`src/logic/mpbc_pkg.sv`:
```
// Purpose: Constants for the microphone bias and PGA control block.
// Assumes: Paged 8-bit register port, page 0 and page 1 only.
// Notes: Gains are kept in half-dB units throughout.
package mpbc_pkg;
  // Pages
  localparam logic PAGE_0 = 1'h0;
  localparam logic PAGE_1 = 1'h1;
  // Register offsets
  localparam logic [6:0] ADC_GAIN_STATUS = 7'h24;
  localparam logic [6:0] ADC_POWER_SOFTSTEP_CTRL = 7'h51;
  localparam logic [6:0] ADC_MUTE_CTRL = 7'h52;
  localparam logic [6:0] AUTO_GAIN_CTRL = 7'h56;
  localparam logic [6:0] MIC_BIAS_LEVEL = 7'h2e;
  localparam logic [6:0] MIC_GAIN_CODE = 7'h2f;
  localparam logic [6:0] INPUT_RESISTANCE_SELECT_POS = 7'h30;
  localparam logic [6:0] INPUT_RESISTANCE_SELECT_NEG = 7'h31;
  // Reset values
  localparam logic [7:0] RST_ZERO = 8'h00;
  localparam logic [1:0] SOFTSTEP_ON = 2'h0;
  // Field positions
  localparam int TOP_BIT = 7;
  localparam int PWR_UP_BIT = 7;
  localparam int STAT_REACHED_BIT = 7;
  localparam int STAT_PWR_BIT = 6;
  localparam int SS_DISABLE_BIT = 1;
  localparam int LP_RES_LSB = 6;
  localparam int RP_RES_LSB = 4;
  localparam int LM_RES_LSB = 2;
  // Gain codes in half-dB
  localparam logic [6:0] GAIN_CODE_MAX = 7'h77;
  localparam logic [6:0] GAIN_CODE_ZERO = 7'h00;
  localparam logic signed [8:0] OFS_PLUS_6DB = 9'sh00c;
  localparam logic signed [8:0] OFS_ZERO = 9'sh000;
  localparam logic signed [8:0] OFS_DIFF_EXTRA = 9'sh00c;
  // Resistance select codes
  localparam logic [1:0] RES_NONE = 2'h0;
  localparam logic [1:0] RES_10K = 2'h1;
  // Bias select one-hot encodings
  typedef enum logic [1:0] {BIAS_OFF, BIAS_2V0, BIAS_2V5, BIAS_SUPPLY} mpbc_bias_t;
  localparam logic [3:0] BIAS_OH_OFF = 4'h1;
  localparam logic [3:0] BIAS_OH_2V0 = 4'h2;
  localparam logic [3:0] BIAS_OH_2V5 = 4'h4;
  localparam logic [3:0] BIAS_OH_SUPPLY = 4'h8;
  // Default soft-step divider ratio
  localparam int SS_DIV_DEFAULT = 4;
endpackage : mpbc_pkg

```
`src/logic/mpbc_top.sv`:
```
// Purpose: Register-side control of mic bias, mic PGA gain, soft-step and ADC mute.
// Assumes: Oscillator tick is asynchronous; AGC gain and samples share i_clk_sys.
// Notes: Applied gain is a code plus a mute state; mute sits below code 0.
`timescale 1ns/1ns
module mpbc_top #(
  parameter int SS_DIV = mpbc_pkg::SS_DIV_DEFAULT,
  parameter int SAMPLE_W = 24
) (
  // Clock and reset
  input wire logic i_clk_sys,
  input wire logic i_rstn,
  // Register port
  input wire logic i_reg_wr,
  input wire logic i_reg_rd,
  input wire logic i_reg_page,
  input wire logic [6:0] i_reg_addr,
  input wire logic [7:0] i_reg_wdata,
  output logic [7:0] o_reg_rdata,
  // Internal oscillator and AGC loop
  input wire logic i_osc_clk,
  input wire logic [6:0] i_agc_gain,
  // ADC sample path
  input wire logic i_adc_valid,
  input wire logic [SAMPLE_W-1:0] i_adc_sample,
  output logic o_adc_valid,
  output logic [SAMPLE_W-1:0] o_adc_sample,
  // Analog controls
  output logic [3:0] o_mic_bias_supply_sel,
  output logic [6:0] o_pga_code,
  output logic o_pga_muted,
  output logic o_adc_power,
  output logic signed [8:0] o_left_positive_mic_input_gain,
  output logic signed [8:0] o_right_positive_mic_input_gain,
  output logic signed [8:0] o_left_negative_mic_input_gain,
  output logic signed [8:0] o_diff_gain
);
  import mpbc_pkg::*;

  logic [7:0] pwr_ss_reg, mute_reg, agc_reg, bias_reg, gain_reg, res_pos_reg, res_neg_reg;
  logic [6:0] code_reg, code_next, target_code;
  logic muted_reg, muted_next, target_mute, pwr_flag_reg, reached;
  logic ss_en, step;
  logic osc_s1_reg, osc_s2_reg, osc_s3_reg;
  logic [$clog2(SS_DIV+1)-1:0] div_reg;

  // Resistance offset in half-dB for one input field
  function automatic logic signed [8:0] res_ofs(input logic [1:0] sel);
    logic signed [8:0] ofs;
    ofs = OFS_ZERO;
    if (sel == RES_10K) begin
      ofs = OFS_PLUS_6DB;
    end else if (sel != RES_NONE) begin
      ofs = -OFS_PLUS_6DB;
    end
    return ofs;
  endfunction : res_ofs

  // Register writes
  always_ff @(posedge i_clk_sys) begin
    if (!i_rstn) begin
      pwr_ss_reg <= {6'h00, SOFTSTEP_ON};
      mute_reg <= RST_ZERO;
      agc_reg <= RST_ZERO;
      bias_reg <= RST_ZERO;
      gain_reg <= RST_ZERO;
      res_pos_reg <= RST_ZERO;
      res_neg_reg <= RST_ZERO;
    end else if (i_reg_wr) begin
      if (i_reg_page == PAGE_0) begin
        if (i_reg_addr == ADC_POWER_SOFTSTEP_CTRL) pwr_ss_reg <= i_reg_wdata;
        if (i_reg_addr == ADC_MUTE_CTRL) mute_reg <= i_reg_wdata;
        if (i_reg_addr == AUTO_GAIN_CTRL) agc_reg <= i_reg_wdata;
      end else begin
        if (i_reg_addr == MIC_BIAS_LEVEL) bias_reg <= i_reg_wdata;
        if (i_reg_addr == MIC_GAIN_CODE) gain_reg <= i_reg_wdata;
        if (i_reg_addr == INPUT_RESISTANCE_SELECT_POS) res_pos_reg <= i_reg_wdata;
        if (i_reg_addr == INPUT_RESISTANCE_SELECT_NEG) res_neg_reg <= i_reg_wdata;
      end
    end
  end

  // Register reads, unmapped reads return zero
  always_ff @(posedge i_clk_sys) begin
    if (!i_rstn) begin
      o_reg_rdata <= RST_ZERO;
    end else if (i_reg_rd) begin
      o_reg_rdata <= RST_ZERO;
      if (i_reg_page == PAGE_0) begin
        if (i_reg_addr == ADC_GAIN_STATUS) begin
          o_reg_rdata[STAT_REACHED_BIT] <= reached;
          o_reg_rdata[STAT_PWR_BIT] <= pwr_flag_reg;
        end
        if (i_reg_addr == ADC_POWER_SOFTSTEP_CTRL) o_reg_rdata <= pwr_ss_reg;
        if (i_reg_addr == ADC_MUTE_CTRL) o_reg_rdata <= mute_reg;
        if (i_reg_addr == AUTO_GAIN_CTRL) o_reg_rdata <= agc_reg;
      end else begin
        if (i_reg_addr == MIC_BIAS_LEVEL) o_reg_rdata <= bias_reg;
        if (i_reg_addr == MIC_GAIN_CODE) o_reg_rdata <= gain_reg;
        if (i_reg_addr == INPUT_RESISTANCE_SELECT_POS) o_reg_rdata <= res_pos_reg;
        if (i_reg_addr == INPUT_RESISTANCE_SELECT_NEG) o_reg_rdata <= res_neg_reg;
      end
    end
  end

  // Bias level decode
  always_ff @(posedge i_clk_sys) begin
    if (!i_rstn) begin
      o_mic_bias_supply_sel <= BIAS_OH_OFF;
    end else begin
      unique case (mpbc_bias_t'(bias_reg[1:0]))
        BIAS_OFF: o_mic_bias_supply_sel <= BIAS_OH_OFF;
        BIAS_2V0: o_mic_bias_supply_sel <= BIAS_OH_2V0;
        BIAS_2V5: o_mic_bias_supply_sel <= BIAS_OH_2V5;
        BIAS_SUPPLY: o_mic_bias_supply_sel <= BIAS_OH_SUPPLY;
      endcase
    end
  end

  // Oscillator synchroniser and edge detect
  always_ff @(posedge i_clk_sys) begin
    if (!i_rstn) begin
      osc_s1_reg <= 1'b0;
      osc_s2_reg <= 1'b0;
      osc_s3_reg <= 1'b0;
    end else begin
      osc_s1_reg <= i_osc_clk;
      osc_s2_reg <= osc_s1_reg;
      osc_s3_reg <= osc_s2_reg;
    end
  end

  // Soft-step divider on oscillator edges, codec clock not used
  always_ff @(posedge i_clk_sys) begin
    if (!i_rstn) begin
      div_reg <= '0;
    end else if (osc_s2_reg && !osc_s3_reg) begin
      div_reg <= (div_reg == ($clog2(SS_DIV+1))'(SS_DIV - 1)) ? '0 : div_reg + 1'b1;
    end
  end
  assign step = osc_s2_reg && !osc_s3_reg && (div_reg == '0);

  // Target selection: AGC or fixed code, PGA disable forces 0 dB
  always_comb begin
    ss_en = !pwr_ss_reg[SS_DISABLE_BIT];
    target_mute = !pwr_ss_reg[PWR_UP_BIT];
    if (!gain_reg[TOP_BIT]) begin
      target_code = GAIN_CODE_ZERO;
    end else if (agc_reg[TOP_BIT]) begin
      target_code = i_agc_gain;
    end else begin
      target_code = gain_reg[6:0];
    end
    if (target_code > GAIN_CODE_MAX) begin
      target_code = GAIN_CODE_MAX;
    end
  end

  // Next applied gain: jump, or one half-dB step per tick
  always_comb begin
    code_next = code_reg;
    muted_next = muted_reg;
    if (!ss_en) begin
      code_next = target_mute ? GAIN_CODE_ZERO : target_code;
      muted_next = target_mute;
    end else if (step) begin
      if (muted_reg) begin
        muted_next = target_mute;
      end else if (target_mute && code_reg == GAIN_CODE_ZERO) begin
        muted_next = 1'b1;
      end else if (target_mute || code_reg > target_code) begin
        code_next = code_reg - 1'b1;
      end else if (code_reg < target_code) begin
        code_next = code_reg + 1'b1;
      end
    end
  end
  assign reached = (muted_reg == target_mute) && (target_mute || code_reg == target_code);

  // Applied gain state, muted out of reset
  always_ff @(posedge i_clk_sys) begin
    if (!i_rstn) begin
      code_reg <= GAIN_CODE_ZERO;
      muted_reg <= 1'b1;
    end else begin
      code_reg <= code_next;
      muted_reg <= muted_next;
    end
  end

  // Powered-up flag clears only once the ramp to mute completes
  always_ff @(posedge i_clk_sys) begin
    if (!i_rstn) begin
      pwr_flag_reg <= 1'b0;
      o_adc_power <= 1'b0;
    end else begin
      if (pwr_ss_reg[PWR_UP_BIT]) begin
        pwr_flag_reg <= 1'b1;
      end else if (muted_reg) begin
        pwr_flag_reg <= 1'b0;
      end
      o_adc_power <= pwr_ss_reg[PWR_UP_BIT] || !muted_reg;
    end
  end

  // Applied gain and per-input effective gain outputs
  always_ff @(posedge i_clk_sys) begin
    if (!i_rstn) begin
      o_pga_code <= GAIN_CODE_ZERO;
      o_pga_muted <= 1'b1;
      o_left_positive_mic_input_gain <= OFS_ZERO;
      o_right_positive_mic_input_gain <= OFS_ZERO;
      o_left_negative_mic_input_gain <= OFS_ZERO;
      o_diff_gain <= OFS_ZERO;
    end else begin
      o_pga_code <= code_reg;
      o_pga_muted <= muted_reg;
      o_left_positive_mic_input_gain <= $signed({2'b00, code_reg})
        + res_ofs(res_pos_reg[LP_RES_LSB +: 2]);
      o_right_positive_mic_input_gain <= $signed({2'b00, code_reg})
        + res_ofs(res_pos_reg[RP_RES_LSB +: 2]);
      o_left_negative_mic_input_gain <= $signed({2'b00, code_reg})
        + res_ofs(res_pos_reg[LM_RES_LSB +: 2]);
      o_diff_gain <= $signed({2'b00, code_reg}) + OFS_DIFF_EXTRA
        + res_ofs(res_pos_reg[LP_RES_LSB +: 2]);
    end
  end

  // ADC output holds its value while muted
  always_ff @(posedge i_clk_sys) begin
    if (!i_rstn) begin
      o_adc_valid <= 1'b0;
      o_adc_sample <= '0;
    end else begin
      o_adc_valid <= i_adc_valid;
      if (i_adc_valid && !mute_reg[TOP_BIT]) begin
        o_adc_sample <= i_adc_sample;
      end
    end
  end
endmodule : mpbc_top

```
`config.mk`:
```
export PLATFORM = sky130hd
export DESIGN_NAME = mpbc_top
export DESIGN_NICKNAME = d
export VERILOG_FILES = /design/src/logic/mpbc_pkg.sv /design/src/logic/mpbc_top.sv
export SDC_FILE = /design/constraint.sdc
export NUM_CORES = 1
export LEC_CHECK = 0
export ABC_AREA = 1
export BUFFER_PORTS_ARGS = -buffer_cell sky130_fd_sc_hd__buf_2
export CORE_MARGIN = 8
export CORE_UTILIZATION = 34
export CTS_CLUSTER_DIAMETER = 30
export CTS_CLUSTER_SIZE = 24
export DETAILED_ROUTE_END_ITERATION = 8
export PLACE_DENSITY = 0.65
export SLEW_MARGIN = 10
export SYNTH_ARGS = -nofsm -noshare
export SYNTH_HDL_FRONTEND = slang
export SYNTH_SLANG_ARGS = --single-unit
```
`constraint.sdc`:
```
create_clock -name i_clk_sys -period 3.35 [get_ports i_clk_sys]
set_input_delay 0.1675 -clock i_clk_sys [delete_from_list [all_inputs] [get_ports i_clk_sys]]
set_output_delay 0.1675 -clock i_clk_sys [all_outputs]
set_load 0.02 [all_outputs]
```
======== Word-level counts from Yosys, hierarchy flattened ========
Index checks and enable logic that the tools add are counted.
word-level totals
  bits in registers ....................... 153
  bits of input ports ..................... 53
  output and inout port bits .............. 82
  word-level logic and storage cells ...... 121
operators by class
  add/subtract/negate cells ............... 8
  $lt $le $gt $ge ......................... 3
  equality and inequality tests ........... 19
  multiplexer cells ....................... 36
  bitwise operators ....................... 1
  reduce and logical (&&, ||, !) cells .... 29
operator list
  operator             count
  $mux 9               9
  $mux 7               10
  $mux 8               8
  $eq 7x6->1 const B   5
  $add 8x9->9          3
  $eq 7x7->1 const B   3
  $reduce_and 3->1     7
  $pmux 4 s4           1
  $reduce_bool 2->1    5
  $add 9x9->9          1
  $add 7x4->8 const B  1
  $eq 2x1->1 const B   4
  $add 7x1->7 const B  1
  $eq 7x7->1           1
  $gt 7x7->1           1
  $gt 7x7->1 const B   1
  $logic_not 7->1      1
  $lt 7x7->1           1
  $sub 7x1->7 const B  1
  $mux 1               6
  $logic_and 1x1->1    5
  $eq 2x2->1 const B   2
  $logic_not 1->1      4
  $ne 2x2->1 const B   2
  11 further kinds     13

======== Logic depth before layout (Yosys ltp) ========
  depth after elaboration ................. 12
  mapped depth ............................ 23
  gate-level depth less buffers ........... 23

======== Worst setup path after synthesis ========
No wires, ideal clock.
  path kind ............................... reg2reg
  from .................................... register agc_reg[7]
  to ...................................... register code_reg[3]
  library setup time ...................... 0.116 ns
  arrival ................................. 2.827 ns
  required time ........................... 3.234 ns
  path slack .............................. 0.407 ns
  stages on the path, launching flop included .. 23
  path buffers ............................ 0
  clock period less this slack ............ 2.943 ns
  cells stage by stage .................... dfxtp_1 -> inv_2 -> nand2_4 -> nand3_4 -> nor2_4 -> nand2_2 -> nor2_4 -> nor2_2 -> ha_1 -> a21oi_1 -> nand2_1 -> nand2_1 -> nand2_1 -> nand2_1 -> nand2_1 -> ha_1 -> nand2_1 -> nand2_1 -> a31oi_1 -> xor2_1 -> o22ai_1 -> nor2_1 -> nor2_1
on the way
  word-level cells in the longest chain between the ends .. 11
  elaborated cells on any way between the ends .. 15
  classes of those cells .................. order compare: 3; mux: 9; reduce/logical: 3
RTL lines
  item                    RTL line         text
  from (decl)             mpbc_top.sv:39   logic [7:0] pwr_ss_reg, mute_reg, agc_reg, bias_reg, gain_reg, res_pos_reg, res_neg_reg;
  from (signal assigned)  mpbc_top.sv:72   if (i_reg_addr == AUTO_GAIN_CTRL) agc_reg <= i_reg_wdata;
  $mux 7 (*)              mpbc_top.sv:148  end else if (agc_reg[TOP_BIT]) begin
  $mux 7 (*)              mpbc_top.sv:146  if (!gain_reg[TOP_BIT]) begin
  $gt 7x7->1              mpbc_top.sv:153  if (target_code > GAIN_CODE_MAX) begin
  $mux 7 (*)              mpbc_top.sv:153
  $gt 7x7->1              mpbc_top.sv:170  end else if (target_mute || code_reg > target_code) begin
  $logic_or 1x1->1        mpbc_top.sv:170
  $mux 7                  mpbc_top.sv:170
  $mux 7                  mpbc_top.sv:168  end else if (target_mute && code_reg == GAIN_CODE_ZERO) begin
  $mux 7                  mpbc_top.sv:166  if (muted_reg) begin
  $mux 7                  mpbc_top.sv:165  end else if (step) begin
  $mux 7                  mpbc_top.sv:162  if (!ss_en) begin
  to (signal assigned)    mpbc_top.sv:185  code_reg <= code_next;
  to (decl)               mpbc_top.sv:40   logic [6:0] code_reg, code_next, target_code;
Every way passes the cells marked *; elsewhere a longest branch is shown, timed or not. The select of a mux whose other input is x is not followed.
A chain may end at the register's enable or synchronous reset.

======== Worst setup path after layout ========
  from .................................... register agc_reg[7]
  to ...................................... register code_reg[4]
Same word-level chain as after synthesis.

==> results by group <==
Outcome
  • Status: finished, final reports clean

Power and ir drop
  • Pint: 2.89 mW
  • Maximum vdd ir drop: 0.000288 V
  • Net Sw Frac: 0.256
  • Psw: 0.994 mW
  • Sequential power share: 0.456
  • Logic pwr share: 0.067
  • Power Density: 454 nW/um^2
  • P_leak: 3.93 nW
  • Clock share of power: 0.477

Logic synthesis
  • Register area share after synthesis: 0.419
  • Mapped Cells: 936
  • Post-synth top area share: 0.419
  • Cell accounting for the most synthesized area: dfxtp_1
  • Yosys warns: 0
  • Area contributors post-synth: dfxtp_1 (42%), o21ai_0 (8.1%), a21oi_1 (7.9%)
  • Syn Std Cell Area: 6930 um^2
  • Synth cell types: 37
  • Mapped Nets: 1037
  • Synthesized flop and latch total: 145
  • Syn_area_per_cell: 7.40 um^2

Global routing
  • Largest net degree at the start of global routing: 62
  • M2 GR Usage: 0.247
  • Vias in the first global route: 6356
  • Met1 Resource Use GR: 0.202
  • Initial antenna violation count: 1
  • First-pass GRT wire length: 32400 um
  • GRT met3 Usage: 0.0460
  • Most Crowded Layer GR: met2
  • Total gr overflow: 0
  • Total GRT Usage: 0.157

Timing
  • Final setup violation count: 0
  • Tcrit/Tclk final: 0.912
  • Final Hold Vio Count: 0
  • Fmax: 0.327 GHz
  • Slew HR: 0.228
  • Measured slew at the worst slew-check pin: 1160 ps
  • Slew Limit Fails: 0
  • Worst Skew: 9.10 ps
  • TNS Setup: 0 ps
  • RSZ-0062 raised after global routing: no
  • Period minus WS final: 3060 ps

Floorplan
  • Die width: 159 um
  • Die span in y: 159 um
  • DIE AREA: 25200 um^2
  • Rows: 52
  • Num ports: 135
  • Core area: 20100 um^2
  • Starting density of the core: 0.345

Final layout
  • Synthesis-to-layout area growth: 23.5%
  • Sequential standard cell area: 2910 um^2
  • Largest Register: o_adc_sample
  • Post-Layout Inst Area: 8560 um^2
  • # diodes: 0
  • Commonest cells after routing, fill and taps aside: dfxtp_1 (143), nand2_1 (142), buf_2 (134)
  • # nets final: 1170
  • Share of cells above drive strength 1: 0.185
  • Most common cell after layout, fill and taps aside: dfxtp_1
  • Multi-input logic area: 3380 um^2
  • Max reg flops: 24
  • Fill cells: 2033

Drt
  • Via/cell ratio: 4.74
  • Drt drc: 0
  • DRT Pass-1 Iters: 6
  • Wire per inst: 14.5 um
  • ANT nets after route: 0
  • DRT iter0 DRCs: 545
  • DRT Wirelength: 19600 um
  • DR vias: 6415

Setup path
  • Slowest stage delay, CP: 440 ps
  • Arrival time worst endpoint: 3310 ps
  • CP delay by family, top: simple AND/OR/NAND/NOR gates
  • Worst path cell trace: inv_2, o21ai_2, inv_2, nand2_2, nor2_4, nor2_2, ha_1, a21oi_1, nand2_1, nand2_1, nand2_1, nand2_2, nand2_4, fa_1, inv_1, o21ai_0, xnor2_1, o22ai_1, nand2_1, a21oi_1
  • Crit start category: flop
  • CP max FO: 10
  • Crit Path Category: reg2reg
  • Crit path buf inv count: 3
  • CP endpoint kind: flop
  • Most numerous cell on the critical path: nand2_1
  • Slowest CP cell: fa_1
  • Critical Path RT: 3600 ps

Clock network
  • CTS Buffer Depth: 2
  • TritonCTS clock tree: done
  • H-Tree Depth: 4
  • Clock-pin slew on the worst setup and hold paths: 60 ps
  • CTS sink count: 145
  • CTS root buf: clkbuf_16
  • Worst-Skew Late Latency: 430 ps
  • Post-CTS setup buffer count: 0
  • CTS Buf Count: 17

Flow run
  • Max_cap viols: 0

Placed design
  • Placed cell area: 7800 um^2
  • GPL Wtd Cong: 0.862
  • Hpwl dp: 14300 um
  • Port bufs: 134

Min path
  • Min-Delay Path Class: in2reg
[area by class of cell]
cell class,instances,area share
multi-input cells,616,0.395
flip-flops and latches,145,0.340
clock inverters,15,0.0174
repair buffers,154,0.0997
clock buffers,17,0.0497
well taps,270,0.0395
inverters,135,0.0592
[power groups by stage]
stage | Sequential, mW | Combinational (mW) | Clock (mW)
after floorplan | 1.85 | 0.104 | 0
after global routing | 1.77 | 0.288 | 1.98
after global placement | 1.81 | 0.245 | 0
final | 1.77 | 0.259 | 1.85
after detailed placement | 1.81 | 0.246 | 0
after CTS | 1.77 | 0.259 | 1.90
[cell usage after synthesis]
| library cell | number |
|---|---|
| dfxtp_1 | 145 |
| nand2_1 | 144 |
| inv_1 | 128 |
| o21ai_0 | 112 |
| a21oi_1 | 110 |
| nor2_1 | 107 |
| ha_1 | 43 |
| nand3_1 | 32 |
| clkbuf_1 | 24 |
| buf_4 | 9 |
| inv_2 | 7 |
| nand4_1 | 7 |
| o22ai_1 | 6 |
| xor2_1 | 6 |
| a31oi_1 | 5 |
| buf_2 | 5 |
| fa_1 | 5 |
| a211oi_1 | 4 |
| o211ai_1 | 4 |
| nor3_1 | 3 |
| o21ai_1 | 3 |
| o21bai_1 | 3 |
| o221ai_1 | 3 |
| buf_1 | 2 |
| nand2_2 | 2 |
| nor2_2 | 2 |
| nor2_4 | 2 |
| o2111ai_1 | 2 |
| o21ai_2 | 2 |
| xnor2_1 | 2 |
| a21oi_2 | 1 |
| nand2_4 | 1 |
| nand3_4 | 1 |
| nand3b_1 | 1 |
| nor3_2 | 1 |
| nor3b_1 | 1 |
| o22ai_2 | 1 |
[per-stage QoR]
| step | cells | power [mW] | hold slack [ps] | setup WS (ps) | util |
|---|---|---|---|---|---|
| floorplan | 936 | 1.95 | 261 | 407 | - |
| global placement | 1307 | 2.05 | 363 | 114 | 0.388 |
| detailed placement | 1307 | 2.06 | 365 | 58.9 | 0.388 |
| CTS | 1352 | 3.93 | 1.29 | 42.7 | 0.423 |
| global route | 1352 | 4.04 | 6.88 | 0.574 | 0.426 |
| finish | 1352 | 3.88 | 9.75 | 293 | 0.426 |
[layer usage]
layer,vias to the layer above,share of wire,wire length [um]
met4,2,0.015,299
li1,3308,-,-
met3,26,0.064,1250
met1,2883,0.48,9380
met5,-,0.00061,12
met2,196,0.44,8710
[kinds of logic after synthesis]
| logic type | synth area share |
|---|---|
| simple gates | 0.182 |
| compound gates | 0.196 |
| buf+inv | 0.101 |
| flops | 0.419 |
| fa+ha+maj | 0.0921 |
| xor+xnor | 0.0101 |
[worst paths after layout]
check | startpoint | end | slack (ps) | cells past startpoint
worst min-delay path | i_adc_sample[2] | o_adc_sample[2] | 10 | 3
worst max-delay path | agc_reg[7] | code_reg[4] | 290 | 20
worst max register to register | agc_reg[7] | code_reg[4] | 290 | 20
worst min register to register | osc_s1_reg | osc_s2_reg | 420 | 2
[worst min-delay path: stages]
cell     delay, ps
buf_2           80
o21ai_0         70
nor2_1          80
[repair_timing]
item                                   CTS  global route
gates resized for setup                  0             8
hold buffers                            13             0
endpoints found under the hold margin   13             0
setup endpoints to repair                0             5
Note: power is estimated with default switching activity, not from simulation.
